==> config.mk <==
export PLATFORM = sky130hd
export DESIGN_NAME = msp_top
export DESIGN_NICKNAME = d
export VERILOG_FILES = /design/src/msp_pkg.sv /design/src/msp_ovl_ctl.sv /design/src/msp_ramp_sel.sv /design/src/msp_top.sv
export SDC_FILE = /design/constraint.sdc
export NUM_CORES = 2
export LEC_CHECK = 0
export BUFFER_PORTS_ARGS = -buffer_cell sky130_fd_sc_hd__buf_2
export CAP_MARGIN = 40
export CELL_PAD_IN_SITES_DETAIL_PLACEMENT = 0
export CELL_PAD_IN_SITES_GLOBAL_PLACEMENT = 1
export CORE_MARGIN = 5
export CORE_UTILIZATION = 55
export DETAILED_ROUTE_END_ITERATION = 10
export PLACE_DENSITY = 0.93
export SLEW_MARGIN = 40
export SYNTH_ARGS = -nofsm -noshare
export SYNTH_HDL_FRONTEND = slang
export SYNTH_SLANG_ARGS = --single-unit
==> constraint.sdc <==
create_clock -name i_clk -period 45.8 [get_ports i_clk]
set_input_delay 6.87 -clock i_clk [delete_from_list [all_inputs] [get_ports i_clk]]
set_output_delay 6.87 -clock i_clk [all_outputs]
set_load 0.02 [all_outputs]
==> src/msp_pkg.sv <==
// constants, register map and limits of the motor start profile block
package msp_pkg;
    localparam int DW = 16;
    localparam int AW = 4;
    localparam int NCFG = 14;
    localparam int NPIN = 5;
    // configuration and status register indices
    localparam logic [AW-1:0] IDX_RATED = 4'h0;
    localparam logic [AW-1:0] IDX_MARGIN = 4'h1;
    localparam logic [AW-1:0] IDX_START_CLASS = 4'h2;
    localparam logic [AW-1:0] IDX_RUN_CLASS = 4'h3;
    localparam logic [AW-1:0] IDX_POLICY = 4'h4;
    localparam logic [AW-1:0] IDX_PROFILE = 4'h5;
    localparam logic [AW-1:0] IDX_R1_INIT_V = 4'h6;
    localparam logic [AW-1:0] IDX_R1_INIT_I = 4'h7;
    localparam logic [AW-1:0] IDX_R1_TIME = 4'h8;
    localparam logic [AW-1:0] IDX_R1_CEIL = 4'h9;
    localparam logic [AW-1:0] IDX_R2_INIT_V = 4'ha;
    localparam logic [AW-1:0] IDX_R2_INIT_I = 4'hb;
    localparam logic [AW-1:0] IDX_R2_TIME = 4'hc;
    localparam logic [AW-1:0] IDX_R2_CEIL = 4'hd;
    localparam logic [AW-1:0] IDX_STATUS = 4'he;
    // limits and reset values, indexed as above
    localparam logic [DW-1:0] CFG_MIN [NCFG] = '{16'h0032, 16'h0064, 16'h0005, 16'h0005, 16'h0000, 16'h0001,
        16'h0000, 16'h0000, 16'h0001, 16'h00c8, 16'h0000, 16'h0000, 16'h0001, 16'h00c8};
    localparam logic [DW-1:0] CFG_MAX [NCFG] = '{16'h0064, 16'h0082, 16'h001e, 16'h001e, 16'h0002, 16'h0004,
        16'h0064, 16'h0258, 16'h0078, 16'h0258, 16'h0064, 16'h0258, 16'h0078, 16'h0258};
    localparam logic [DW-1:0] CFG_DEF [NCFG] = '{16'h0000, 16'h0064, 16'h000a, 16'h000a, 16'h0000, 16'h0001,
        16'h003c, 16'h00c8, 16'h000a, 16'h015e, 16'h003c, 16'h00c8, 16'h000a, 16'h015e};
    // service factor in hundredths; rated ceiling is twice unity minus factor
    localparam logic [DW-1:0] MARGIN_TWICE_UNITY = 16'h00c8;
    localparam logic [2*DW-1:0] PCT_FULL = 32'h0000_0064;
    localparam logic [DW-1:0] RATED_UNSET = 16'h0000;
    // reset policies and profiles
    localparam logic [1:0] POL_MANUAL = 2'h0;
    localparam logic [1:0] POL_AUTO = 2'h1;
    localparam logic [1:0] POL_OFF = 2'h2;
    localparam logic [DW-1:0] PROF_VV = 16'h0001;
    localparam logic [DW-1:0] PROF_CC = 16'h0002;
    localparam logic [DW-1:0] PROF_VC = 16'h0003;
    localparam logic [DW-1:0] PROF_CV = 16'h0004;
    // synchronised pin positions
    localparam int PIN_START = 0;
    localparam int PIN_STOP = 1;
    localparam int PIN_TWO_WIRE = 2;
    localparam int PIN_DUAL = 3;
    localparam int PIN_RESET_KEY = 4;
    // status register fields
    localparam int ST_BIT_TRIP = 0;
    localparam int ST_BIT_SET = 1;
    localparam int ST_BIT_RATED_OK = 2;
    localparam int ST_BIT_REJECT = 3;
    localparam int ST_BIT_RUN = 4;
    localparam int ST_BIT_FULL = 5;
    typedef enum logic [1:0] {ST_IDLE, ST_START, ST_RUN, ST_TRIP} msp_state_t;
endpackage

==> src/msp_ovl_ctl.sv <==
// overload trip latch with the three reset policies
`timescale 1ns/1ps
module msp_ovl_ctl import msp_pkg::*; (
    input wire logic i_clk,          // system clock
    input wire logic i_srst,         // sync reset
    input wire logic i_ce,           // clock enable
    input wire logic i_boot,         // first enabled cycle after reset
    input wire logic i_saved_trip,   // trip retained across power loss
    input wire logic i_trip_event,   // thermal model demands a trip
    input wire logic [1:0] i_policy, // reset policy
    input wire logic i_thermal_ok,   // windings cooled enough
    input wire logic i_reset_press,  // reset key pressed, pulse
    output logic o_trip              // trip latched
);
    logic trip_q;

    always_ff @(posedge i_clk) begin
        if (i_srst) begin
            trip_q <= 1'b0;
        end else if (i_ce) begin
            if (i_trip_event && i_policy != POL_OFF) begin
                trip_q <= 1'b1;
            end else if (i_boot) begin
                trip_q <= i_saved_trip && !(i_policy == POL_AUTO && i_thermal_ok);
            end else if (trip_q) begin
                if (i_policy == POL_OFF) begin
                    trip_q <= 1'b0;
                end else if (i_thermal_ok && i_policy == POL_AUTO) begin
                    trip_q <= 1'b0;
                end else if (i_thermal_ok && i_reset_press) begin
                    trip_q <= 1'b0;
                end
            end
        end
    end

    assign o_trip = trip_q;
endmodule

==> src/msp_ramp_sel.sv <==
// picks the active ramp set and its scaled parameters
`timescale 1ns/1ps
module msp_ramp_sel import msp_pkg::*; (
    input wire logic [DW-1:0] i_profile,  // ramp profile select
    input wire logic i_set,               // 0 ramp one, 1 ramp two
    input wire logic [DW-1:0] i_rated,    // rated current, % of unit max
    input wire logic [DW-1:0] i_r1_v,     // ramp one initial voltage
    input wire logic [DW-1:0] i_r1_i,     // ramp one initial current
    input wire logic [DW-1:0] i_r1_t,     // ramp one accel time
    input wire logic [DW-1:0] i_r1_c,     // ramp one current ceiling
    input wire logic [DW-1:0] i_r2_v,     // ramp two initial voltage
    input wire logic [DW-1:0] i_r2_i,     // ramp two initial current
    input wire logic [DW-1:0] i_r2_t,     // ramp two accel time
    input wire logic [DW-1:0] i_r2_c,     // ramp two current ceiling
    output logic o_is_current,            // active ramp is current type
    output logic [DW-1:0] o_init,         // initial torque value
    output logic [DW-1:0] o_time,         // accel time, seconds
    output logic [DW-1:0] o_ceil          // ceiling, % of unit max
);
    function automatic logic ramp_is_current(input logic [DW-1:0] prof, input logic set);
        if (!set) begin
            ramp_is_current = (prof == PROF_CC) || (prof == PROF_CV);
        end else begin
            ramp_is_current = (prof == PROF_CC) || (prof == PROF_VC);
        end
    endfunction

    function automatic logic [DW-1:0] scale(input logic [DW-1:0] pct, input logic [DW-1:0] rated);
        logic [2*DW-1:0] prod;
        prod = pct * rated;
        scale = DW'(prod / PCT_FULL);
    endfunction

    always_comb begin
        o_is_current = ramp_is_current(i_profile, i_set);
        // the other set's fields are never looked at
        if (!i_set) begin
            o_init = o_is_current ? scale(i_r1_i, i_rated) : i_r1_v;
            o_time = i_r1_t;
            o_ceil = scale(i_r1_c, i_rated);
        end else begin
            o_init = o_is_current ? scale(i_r2_i, i_rated) : i_r2_v;
            o_time = i_r2_t;
            o_ceil = scale(i_r2_c, i_rated);
        end
    end
endmodule

==> src/msp_top.sv <==
// motor start profile and overload configuration, top level
//
// Design decisions made here: the placing of the registers and the plain strobed port.
`timescale 1ns/1ps
module msp_top import msp_pkg::*; (
    input wire logic i_clk,                   // system clock, 100 MHz
    input wire logic i_srst,                  // sync reset, active high
    input wire logic i_ce,                    // clock enable, freezes state low
    input wire logic [AW-1:0] i_addr,         // register index
    input wire logic [DW-1:0] i_wdata,        // write data
    input wire logic i_wr,                    // write strobe
    input wire logic i_rd,                    // read strobe
    output logic [DW-1:0] o_rdata,            // read data, cycle after strobe
    input wire logic i_start_cmd,             // start pin
    input wire logic i_stop_cmd,              // stop pin, three-wire
    input wire logic i_two_wire,              // maintained control mode pin
    input wire logic i_dual_ramp,             // dual-ramp pin
    input wire logic i_reset_key,             // reset key pin
    input wire logic i_full_speed,            // motor at full speed
    input wire logic i_thermal_trip,          // thermal model over limit
    input wire logic i_thermal_ok,            // thermal capacity recovered
    input wire logic i_saved_trip,            // retained trip from last power-up
    output logic o_run_enable,                // thyristors may fire
    output logic o_ol_trip,                   // overload trip latched
    output logic [4:0] o_ol_class,            // overload class in force
    output logic o_ramp_set,                  // 0 ramp one, 1 ramp two
    output logic o_ramp_current,              // active ramp is current type
    output logic [DW-1:0] o_init_torque,      // initial voltage % or current
    output logic [DW-1:0] o_accel_time,       // accel time, seconds
    output logic [DW-1:0] o_current_ceiling   // ceiling, % of unit max
);

    // ********************************************************
    // declarations
    // ********************************************************
    logic [DW-1:0] cfg_q [NCFG];
    logic [NPIN-1:0] pin_raw;
    logic [NPIN-1:0] pin_meta_q;
    logic [NPIN-1:0] pin_q;
    logic start_prev_q;
    logic key_prev_q;
    logic boot_done_q;
    logic reject_q;
    logic set_q;
    msp_state_t state_q;
    msp_state_t state_d;
    logic start_rise;
    logic key_press;
    logic boot;
    logic rated_ok;
    logic trip;
    logic start_req;
    logic stop_req;
    logic start_accept;
    logic wr_cfg;
    logic wr_ok;
    logic rd_status;
    logic sel_is_current;
    logic [DW-1:0] sel_init;
    logic [DW-1:0] sel_time;
    logic [DW-1:0] sel_ceil;
    logic [DW-1:0] status;
    logic [DW-1:0] rdata_d;
    logic [DW-1:0] rdata_q;
    logic run_en_q;
    logic [4:0] class_q;
    logic ramp_cur_q;
    logic [DW-1:0] init_q;
    logic [DW-1:0] time_q;
    logic [DW-1:0] ceil_q;

    // ********************************************************
    // helper functions
    // ********************************************************
    function automatic logic is_cfg(input logic [AW-1:0] addr);
        is_cfg = addr <= IDX_R2_CEIL;
    endfunction

    // range check plus the rated current versus service factor bound
    function automatic logic cfg_ok(input logic [AW-1:0] idx, input logic [DW-1:0] val,
                                    input logic [DW-1:0] rated, input logic [DW-1:0] margin);
        cfg_ok = 1'b1;
        if (val < CFG_MIN[idx] || val > CFG_MAX[idx]) begin
            cfg_ok = 1'b0;
        end
        if (idx == IDX_RATED && val > MARGIN_TWICE_UNITY - margin) begin
            cfg_ok = 1'b0;
        end
        if (idx == IDX_MARGIN && rated > MARGIN_TWICE_UNITY - val) begin
            cfg_ok = 1'b0;
        end
    endfunction

    // ********************************************************
    // pin synchronisers
    // ********************************************************
    assign pin_raw[PIN_START] = i_start_cmd;
    assign pin_raw[PIN_STOP] = i_stop_cmd;
    assign pin_raw[PIN_TWO_WIRE] = i_two_wire;
    assign pin_raw[PIN_DUAL] = i_dual_ramp;
    assign pin_raw[PIN_RESET_KEY] = i_reset_key;

    generate
        for (genvar g = 0; g < NPIN; g++) begin : g_sync
            always_ff @(posedge i_clk) begin
                if (i_srst) begin
                    pin_meta_q[g] <= 1'b0;
                    pin_q[g] <= 1'b0;
                end else if (i_ce) begin
                    pin_meta_q[g] <= pin_raw[g];
                    pin_q[g] <= pin_meta_q[g];
                end
            end
        end
    endgenerate

    // ********************************************************
    // edge detection and power-up marker
    // ********************************************************
    always_ff @(posedge i_clk) begin
        if (i_srst) begin
            start_prev_q <= 1'b0;
            key_prev_q <= 1'b0;
        end else if (i_ce) begin
            start_prev_q <= pin_q[PIN_START];
            key_prev_q <= pin_q[PIN_RESET_KEY];
        end
    end

    always_ff @(posedge i_clk) begin
        if (i_srst) begin
            boot_done_q <= 1'b0;
        end else if (i_ce) begin
            boot_done_q <= 1'b1;
        end
    end

    assign start_rise = pin_q[PIN_START] && !start_prev_q;
    assign key_press = pin_q[PIN_RESET_KEY] && !key_prev_q;
    assign boot = i_ce && !boot_done_q;

    // ********************************************************
    // configuration registers
    // ********************************************************
    assign wr_cfg = i_wr && is_cfg(i_addr);
    assign wr_ok = wr_cfg && cfg_ok(i_addr, i_wdata, cfg_q[IDX_RATED], cfg_q[IDX_MARGIN]);

    generate
        for (genvar r = 0; r < NCFG; r++) begin : g_cfg
            always_ff @(posedge i_clk) begin
                if (i_srst) begin
                    cfg_q[r] <= CFG_DEF[r];
                end else if (i_ce && wr_ok && i_addr == AW'(r)) begin
                    cfg_q[r] <= i_wdata;
                end
            end
        end
    endgenerate

    // sticky flag for a refused write, cleared by reading status
    assign rd_status = i_rd && i_addr == IDX_STATUS;

    always_ff @(posedge i_clk) begin
        if (i_srst) begin
            reject_q <= 1'b0;
        end else if (i_ce) begin
            if (wr_cfg && !wr_ok) begin
                reject_q <= 1'b1;
            end else if (rd_status) begin
                reject_q <= 1'b0;
            end
        end
    end

    assign rated_ok = cfg_q[IDX_RATED] != RATED_UNSET;

    // ********************************************************
    // overload trip latch
    // ********************************************************
    msp_ovl_ctl u_ovl (
        .i_clk(i_clk),
        .i_srst(i_srst),
        .i_ce(i_ce),
        .i_boot(boot),
        .i_saved_trip(i_saved_trip),
        .i_trip_event(i_thermal_trip),
        .i_policy(cfg_q[IDX_POLICY][1:0]),
        .i_thermal_ok(i_thermal_ok),
        .i_reset_press(key_press),
        .o_trip(trip)
    );

    // ********************************************************
    // start sequencing
    // ********************************************************
    // maintained control starts on level, momentary control on edge
    assign start_req = pin_q[PIN_TWO_WIRE] ? pin_q[PIN_START] : start_rise;
    assign stop_req = pin_q[PIN_TWO_WIRE] ? !pin_q[PIN_START] : pin_q[PIN_STOP];
    assign start_accept = state_q == ST_IDLE && start_req && !stop_req && rated_ok && !trip;

    always_comb begin
        state_d = state_q;
        unique case (state_q)
            ST_IDLE: begin
                if (trip) begin
                    state_d = ST_TRIP;
                end else if (start_accept) begin
                    state_d = ST_START;
                end
            end
            ST_START: begin
                if (trip) begin
                    state_d = ST_TRIP;
                end else if (stop_req || !rated_ok) begin
                    state_d = ST_IDLE;
                end else if (i_full_speed) begin
                    state_d = ST_RUN;
                end
            end
            ST_RUN: begin
                if (trip) begin
                    state_d = ST_TRIP;
                end else if (stop_req || !rated_ok) begin
                    state_d = ST_IDLE;
                end
            end
            ST_TRIP: begin
                if (!trip) begin
                    state_d = ST_IDLE;
                end
            end
        endcase
    end

    always_ff @(posedge i_clk) begin
        if (i_srst) begin
            state_q <= ST_IDLE;
        end else if (i_ce) begin
            state_q <= state_d;
        end
    end

    always_ff @(posedge i_clk) begin
        if (i_srst) begin
            set_q <= 1'b0;
        end else if (i_ce && start_accept) begin
            set_q <= pin_q[PIN_DUAL];
        end
    end

    // ********************************************************
    // ramp parameter selection
    // ********************************************************
    msp_ramp_sel u_ramp (
        .i_profile(cfg_q[IDX_PROFILE]),
        .i_set(set_q),
        .i_rated(cfg_q[IDX_RATED]),
        .i_r1_v(cfg_q[IDX_R1_INIT_V]),
        .i_r1_i(cfg_q[IDX_R1_INIT_I]),
        .i_r1_t(cfg_q[IDX_R1_TIME]),
        .i_r1_c(cfg_q[IDX_R1_CEIL]),
        .i_r2_v(cfg_q[IDX_R2_INIT_V]),
        .i_r2_i(cfg_q[IDX_R2_INIT_I]),
        .i_r2_t(cfg_q[IDX_R2_TIME]),
        .i_r2_c(cfg_q[IDX_R2_CEIL]),
        .o_is_current(sel_is_current),
        .o_init(sel_init),
        .o_time(sel_time),
        .o_ceil(sel_ceil)
    );

    // ********************************************************
    // registered outputs
    // ********************************************************
    always_ff @(posedge i_clk) begin
        if (i_srst) begin
            run_en_q <= 1'b0;
            class_q <= CFG_DEF[IDX_START_CLASS][4:0];
        end else if (i_ce) begin
            run_en_q <= (state_d == ST_START || state_d == ST_RUN) && rated_ok;
            if (state_d == ST_RUN) begin
                class_q <= cfg_q[IDX_RUN_CLASS][4:0];
            end else begin
                class_q <= cfg_q[IDX_START_CLASS][4:0];
            end
        end
    end

    always_ff @(posedge i_clk) begin
        if (i_srst) begin
            ramp_cur_q <= 1'b0;
            init_q <= CFG_DEF[IDX_R1_INIT_V];
            time_q <= CFG_DEF[IDX_R1_TIME];
            ceil_q <= RATED_UNSET;
        end else if (i_ce) begin
            ramp_cur_q <= sel_is_current;
            init_q <= sel_init;
            time_q <= sel_time;
            ceil_q <= sel_ceil;
        end
    end

    // ********************************************************
    // register read port
    // ********************************************************
    always_comb begin
        status = '0;
        status[ST_BIT_TRIP] = trip;
        status[ST_BIT_SET] = set_q;
        status[ST_BIT_RATED_OK] = rated_ok;
        status[ST_BIT_REJECT] = reject_q;
        status[ST_BIT_RUN] = state_q == ST_START || state_q == ST_RUN;
        status[ST_BIT_FULL] = state_q == ST_RUN;
    end

    always_comb begin
        rdata_d = '0;
        if (i_rd) begin
            if (is_cfg(i_addr)) begin
                rdata_d = cfg_q[i_addr];
            end else if (i_addr == IDX_STATUS) begin
                rdata_d = status;
            end
        end
    end

    always_ff @(posedge i_clk) begin
        if (i_srst) begin
            rdata_q <= '0;
        end else if (i_ce) begin
            rdata_q <= rdata_d;
        end
    end

    assign o_rdata = rdata_q;
    assign o_run_enable = run_en_q;
    assign o_ol_trip = trip;
    assign o_ol_class = class_q;
    assign o_ramp_set = set_q;
    assign o_ramp_current = ramp_cur_q;
    assign o_init_torque = init_q;
    assign o_accel_time = time_q;
    assign o_current_ceiling = ceil_q;
endmodule
# [Yosys cells after proc, flatten, opt, wreduce, memory -nomap -nowiden]
# Memories as Yosys holds them, arrays and structs flattened.
# Index checks and enable logic that the tools add are counted.
[word_totals] regBits=89 input_bits=34 mem_bits_rw=224 memories=3 word_cells=231 romBits=512
[op_classes] n_reduce_logical=54 div=4 n_mux=94 n_lt_le_gt_ge=6 bitwise=15 add_sub_neg=2 n_mul=4 n_eq_ne=25
[mem_list] memory="(no name shown)" depth=16 width=16 rd=1 rd_clocked_by_memory_dff=0 write_ports=0 line="msp_top.sv:83" source="if (val < CFG_MIN[idx] || val > CFG_MAX[idx]) begin"
[mem_list] memory="(no name shown)" depth=16 width=16 rd=1 rd_clocked_by_memory_dff=0 write_ports=0 line="msp_top.sv:83"
[mem_list] memory="cfg_q" depth=14 width=16 rd=15 rd_clocked_by_memory_dff=0 write_ports=14 line="msp_top.sv:36" source="logic [DW-1:0] cfg_q [NCFG];"
[op_table] operator="$mux 16" count=25
[op_table] operator="$div 32x7->32 const B" count=4
[op_table] operator="$mul 16x16->32" count=4
[op_table] operator="$mux 1" count=58
[op_table] operator="$gt 16x16->1" count=3
[op_table] operator="$logic_and 1x1->1" count=34
[op_table] operator="$eq 16x2->1 const B" count=2
[op_table] operator="$sub 8x16->16 const A" count=2
[op_table] operator="$eq 4x4->1 const B" count=7
[op_table] operator="$eq 16x3->1 const B" count=1
[op_table] operator="$eq 4x3->1 const B" count=4
[op_table] operator="$lt 16x16->1" count=1
[op_table] operator="$mux 2" count=8
[op_table] operator="$reduce_bool 16->1" count=1
[op_table] operator="$or 1x1->1" count=14
[op_table] operator="$logic_not 1->1" count=9
[op_table] operator="$eq 2x2->1 const B" count=4
[op_table] operator="$eq 4x2->1 const B" count=2
[op_table] operator="$pmux 2 s4" count=1
[op_table] operator="$eq 2x1->1 const B" count=3
[op_table] operator="$logic_or 1x1->1" count=6
[op_table] operator="$mux 6" count=1
[op_table] operator="$ge 5x5->1 const B" count=1
[op_table] operator="$mux 5" count=1
[op_table] operator="other kinds (8)" count=8

# [Logic depth before layout (Yosys ltp)]
[logic_depth] depth_word=16 ltp_mapped=93 depth_no_buf=81

# [Hierarchy]
# From an unflattened synthesis, not the netlist that was laid out.
[hier_totals] hier_cells=8175 area_unflattened_um2=69645.5
[by_module_without_submodules] module="msp_ramp_sel" seq_area_each_um2=0.0 cells_each=6969 area_per_inst_um2=54392.2 n_inst=1
[by_module_without_submodules] module="msp_top" seq_area_each_um2=8488.1 cells_each=1195 area_per_inst_um2=15170.8 n_inst=1
[by_module_without_submodules] module="msp_ovl_ctl" seq_area_each_um2=20.0 cells_each=11 area_per_inst_um2=82.6 n_inst=1

# [Least setup slack after synthesis]
# No wires, ideal clock.
[synth_path] path_kind="reg2reg" startpoint="memory cfg_q[0][3]" endpoint="register ceil_q[0] (netlist: o_current_ceiling[0])" setup_slack_ns=24.560 synth_period_minus_slack_ns=21.240 t_arrival_ns=21.148 path_stages_with_launch=89 path_cell_list="edfxtp_1 -> clkbuf_1 -> clkbuf_1 -> nand2_1 -> fa_1 -> inv_1 -> fa_1 -> inv_1 -> fa_1 -> inv_1 -> fa_1 -> fa_1 -> inv_1 -> fa_1 -> inv_1 -> ha_1 -> nand4_1 -> nand2b_1 -> [53 not listed] -> xnor2_2 -> o211ai_1 -> a21boi_1 -> maj3_2 -> xnor2_2 -> a31oi_1 -> o2111ai_2 -> a22oi_2 -> or4b_1 -> a31oi_1 -> o22ai_1 -> xnor2_2 -> nor3_1 -> a211oi_1 -> o311ai_1 -> a32o_1 -> or4_1 -> o32ai_1"
[synth_rtl] element="start, declared" line="msp_top.sv:36"
[synth_rtl] element="end signal, assigned" line="msp_top.sv:299" source="ceil_q <= sel_ceil;"
[synth_rtl] element="end, declared" line="msp_top.sv:70" source="logic [DW-1:0] ceil_q;"

==> flow_summary.ini <==
[critical_path]
r2r_cells = 81
end_kind = flip-flop
crit_path_start_kind = flip-flop
reg2reg_to = o_current_ceiling[0]$_SDFFE_PP0P_
cp.depth = 81
r2r-start = cfg_q[0][3]$_SDFFCE_PN0P_
max_stage_delay_ps = 870
cp_top_family = compound AO/OA/AOI/OAI gates
cp-endpoint = o_current_ceiling[0]$_SDFFE_PP0P_
cp_slowest_cell = edfxtp_1
worstPathArrival_ps = 27930
critical_path_buf_inv_count = 7
cp-startpoint = cfg_q[0][3]$_SDFFCE_PN0P_
r2r_setup_slack_ps = 18330
cp.required_ps = 46250
cp_max_fo = 33
worstSetupPathType = reg2reg

[clocking]
cts_tree = done
clock-sinks = 313
clk_path_buf_depth = 3
ctsResizeCount = 0
clk_pin_slew_ps = 60
clockRootBuffer = clkbuf_16
cts_hold_buffers = 0
cts_setup_buffers = 0
clk_latency_ps = 570
cts_buffers = 36
htree_levels = 2

[grt]
overflow = 0
grt_pass1_vias = 59600
grt_use_total_pct = 30.2
grt_pass1_wl_um = 324000
antenna_found_initial = 4
grt_max_degree = 62

[route]
vias = 60400
ant_nets = 0
drt-initial-drc-count = 5938
post-route-drc-count = 0
drt-total-wl_um = 204000
first_pass_iters = 6
viasPerCell = 6.33
routedWlPerCell_um = 21.4

[synth]
synth_compound_area_share_pct = 18.8
yosys-top-cells-count = 920 x inv_1, 905 x nand2_1, 776 x fa_1
syn_inst = 7977
synth.area.top_cells = fa_1 23%, edfxtp_1 9.9%, ha_1 8.8%
synth_flop_cell = edfxtp_1
synth_edf_count = 224
synthAdderAreaFrac_pct = 32.0
yosys.area.top_type = fa_1
synthSimpleGateAreaFrac_pct = 20.7
ys_types = 160
synth_top_area_share_pct = 22.9
yosysMostFrequentCell = inv_1
synth-seq-cells = 313
synth-xor-area-share_pct = 3.53
yosys_warnings = 0
synth_top_family_by_area = adder cells
synth.cell_area_um2 = 67900
synth_area_per_cell_um2 = 8.51
async_flop_share_pct = 0
yosysSeqAreaShare_pct = 12.5
synth_mux_area_share_pct = 4.59

[die]
die_h_um = 361
io_pins = 107
rows = 129
core-area_um2 = 123000
start_util_pct = 55.1
die_w_um = 361
dieArea_um2 = 131000

[place]
detailed_place_hpwl_um = 156000
port_buffers = 106
place.gp.congestion = 0.958

[sta]
timing.fmax_mhz = 36.4
tns_ps = 0
min_period_ps = 27470
hold_violations = 0
clock_skew_ps = 35.3
rsz0062_at_grt = no
finalSetupViolCount = 0
slew_violations = 0
worst_pin_slew_ps = 935
finalCritPeriodShare_pct = 60.0
relSlewSlack_pct = 37.7

[cells_and_area]
fillerInstances = 10800
seq_area_um2 = 8510
synthToLayoutAreaGrowth_pct = 4.58
multiInputGateArea_um2 = 54600
finish.utilization_pct = 57.7
layout-drive-gt1-share_pct = 7.54
nets = 9161

[worst_hold_path]
hold_class = reg2reg

[run]
max_cap_viol_count = 0

[status]
status = completed
==> worst reg2reg max path, delay by kind of cell (launching register included) <==
| kind | cells | cell delay, ps |
|---|---|---|
| buffers and inverters | 7 | 1090 |
| adder cells (fa/ha/maj) | 9 | 4190 |
| AO/OA/AOI/OAI | 38 | 11690 |
| XOR/XNOR | 8 | 3510 |
| multiplexers | 3 | 960 |
| flip-flops | 1 | 870 |
| AND/OR/NAND/NOR | 16 | 5030 |
==> worst min path at each step <==
stage | cells after the start | slack, ps | startpoint | to
detailed placement | 2 | 460 | o_init_torque[5]$_SDFFE_PP1P_ | o_init_torque[5]$_SDFFE_PP1P_
floorplan | 2 | 450 | key_prev_q$_SDFFE_PP0P_ | key_prev_q$_SDFFE_PP0P_
CTS | 2 | 470 | o_rdata[1]$_SDFFE_PP0P_ | o_rdata[1]$_SDFFE_PP0P_
global placement | 2 | 460 | o_current_ceiling[12]$_SDFFE_PP0P_ | o_current_ceiling[12]$_SDFFE_PP0P_
finish | 2 | 470 | o_init_torque[5]$_SDFFE_PP1P_ | o_init_torque[5]$_SDFFE_PP1P_
global route | 2 | 490 | o_rdata[2]$_SDFFE_PP0P_ | o_rdata[2]$_SDFFE_PP0P_
==> cell families after synthesis <==
logic type / Yosys count
multiplexers: 226
buffers and inverters: 1337
flip-flops: 313
AND/OR/NAND/NOR: 2788
adder cells (fa/ha/maj): 1273
XOR/XNOR: 260
other: 1
AO/OA/AOI/OAI: 1779
==> cell usage in the layout, fill, tap and decap left out, types with 86 or more instances in the layout <==
cell and instances:
ha_1 477, nand3_1 131, a211oi_1 98, a21o_1 98, and2_1 661, nand2_1 904
nor2_1 432, o211ai_1 86, a21oi_1 342, a31oi_1 90, o21ai_0 266, xnor2_1 156
mux2i_1 117, fa_1 776, buf_2 104, inv_1 920, edfxtp_1 224, dfxtp_1 88
nor3_1 138
==> per-layer routing <==
metal | vias up | GRT usage, % | wire length (um)
li1 | 27400 | - | -
met1 | 29600 | 39.7 | 81500
met2 | 2851 | 49.9 | 94800
met3 | 547 | 4.53 | 17200
met4 | 2 | 13.0 | 10300
met5 | - | 0 | 13
==> area by class of cell <==
| class | instances | area share, % |
|---|---|---|
| Clock inverter | 19 | 0.257 |
| Timing Repair Buffer | 190 | 1.70 |
| Inverter | 923 | 4.88 |
| Antenna cell | 5 | 0.0176 |
| Clock buffer | 45 | 1.40 |
| Tap cell | 1637 | 2.88 |
| Multi-Input combinational cell | 6410 | 76.9 |
| Sequential cell | 313 | 12.0 |
==> through the flow <==
step | instances | cell area (um^2) | hold WS (ps) | setup slack (ps)
3_3_place_gp | 9463 | 69500 | 455 | 18390
3_5_place_dp | 9465 | 69600 | 463 | 18770
2_1_floorplan | 8060 | 68200 | 451 | 24560
5_1_grt | 9537 | 71000 | 492 | 16380
4_1_cts | 9529 | 70800 | 475 | 18670
6_report | 9542 | 71000 | 470 | 18330
==> registers in the layout, summed over array words and instances, names as in the netlist, 2 cells and up <==
register           cells
cfg_q                224
o_accel_time          16
o_current_ceiling     16
o_init_torque         16
o_ol_class             5
o_rdata               16
pin_meta_q             5
pin_q                  5
state_q                2
Power is not shown: default switching activity piles up to over one toggle a cycle in this logic, so the estimate is an artifact.
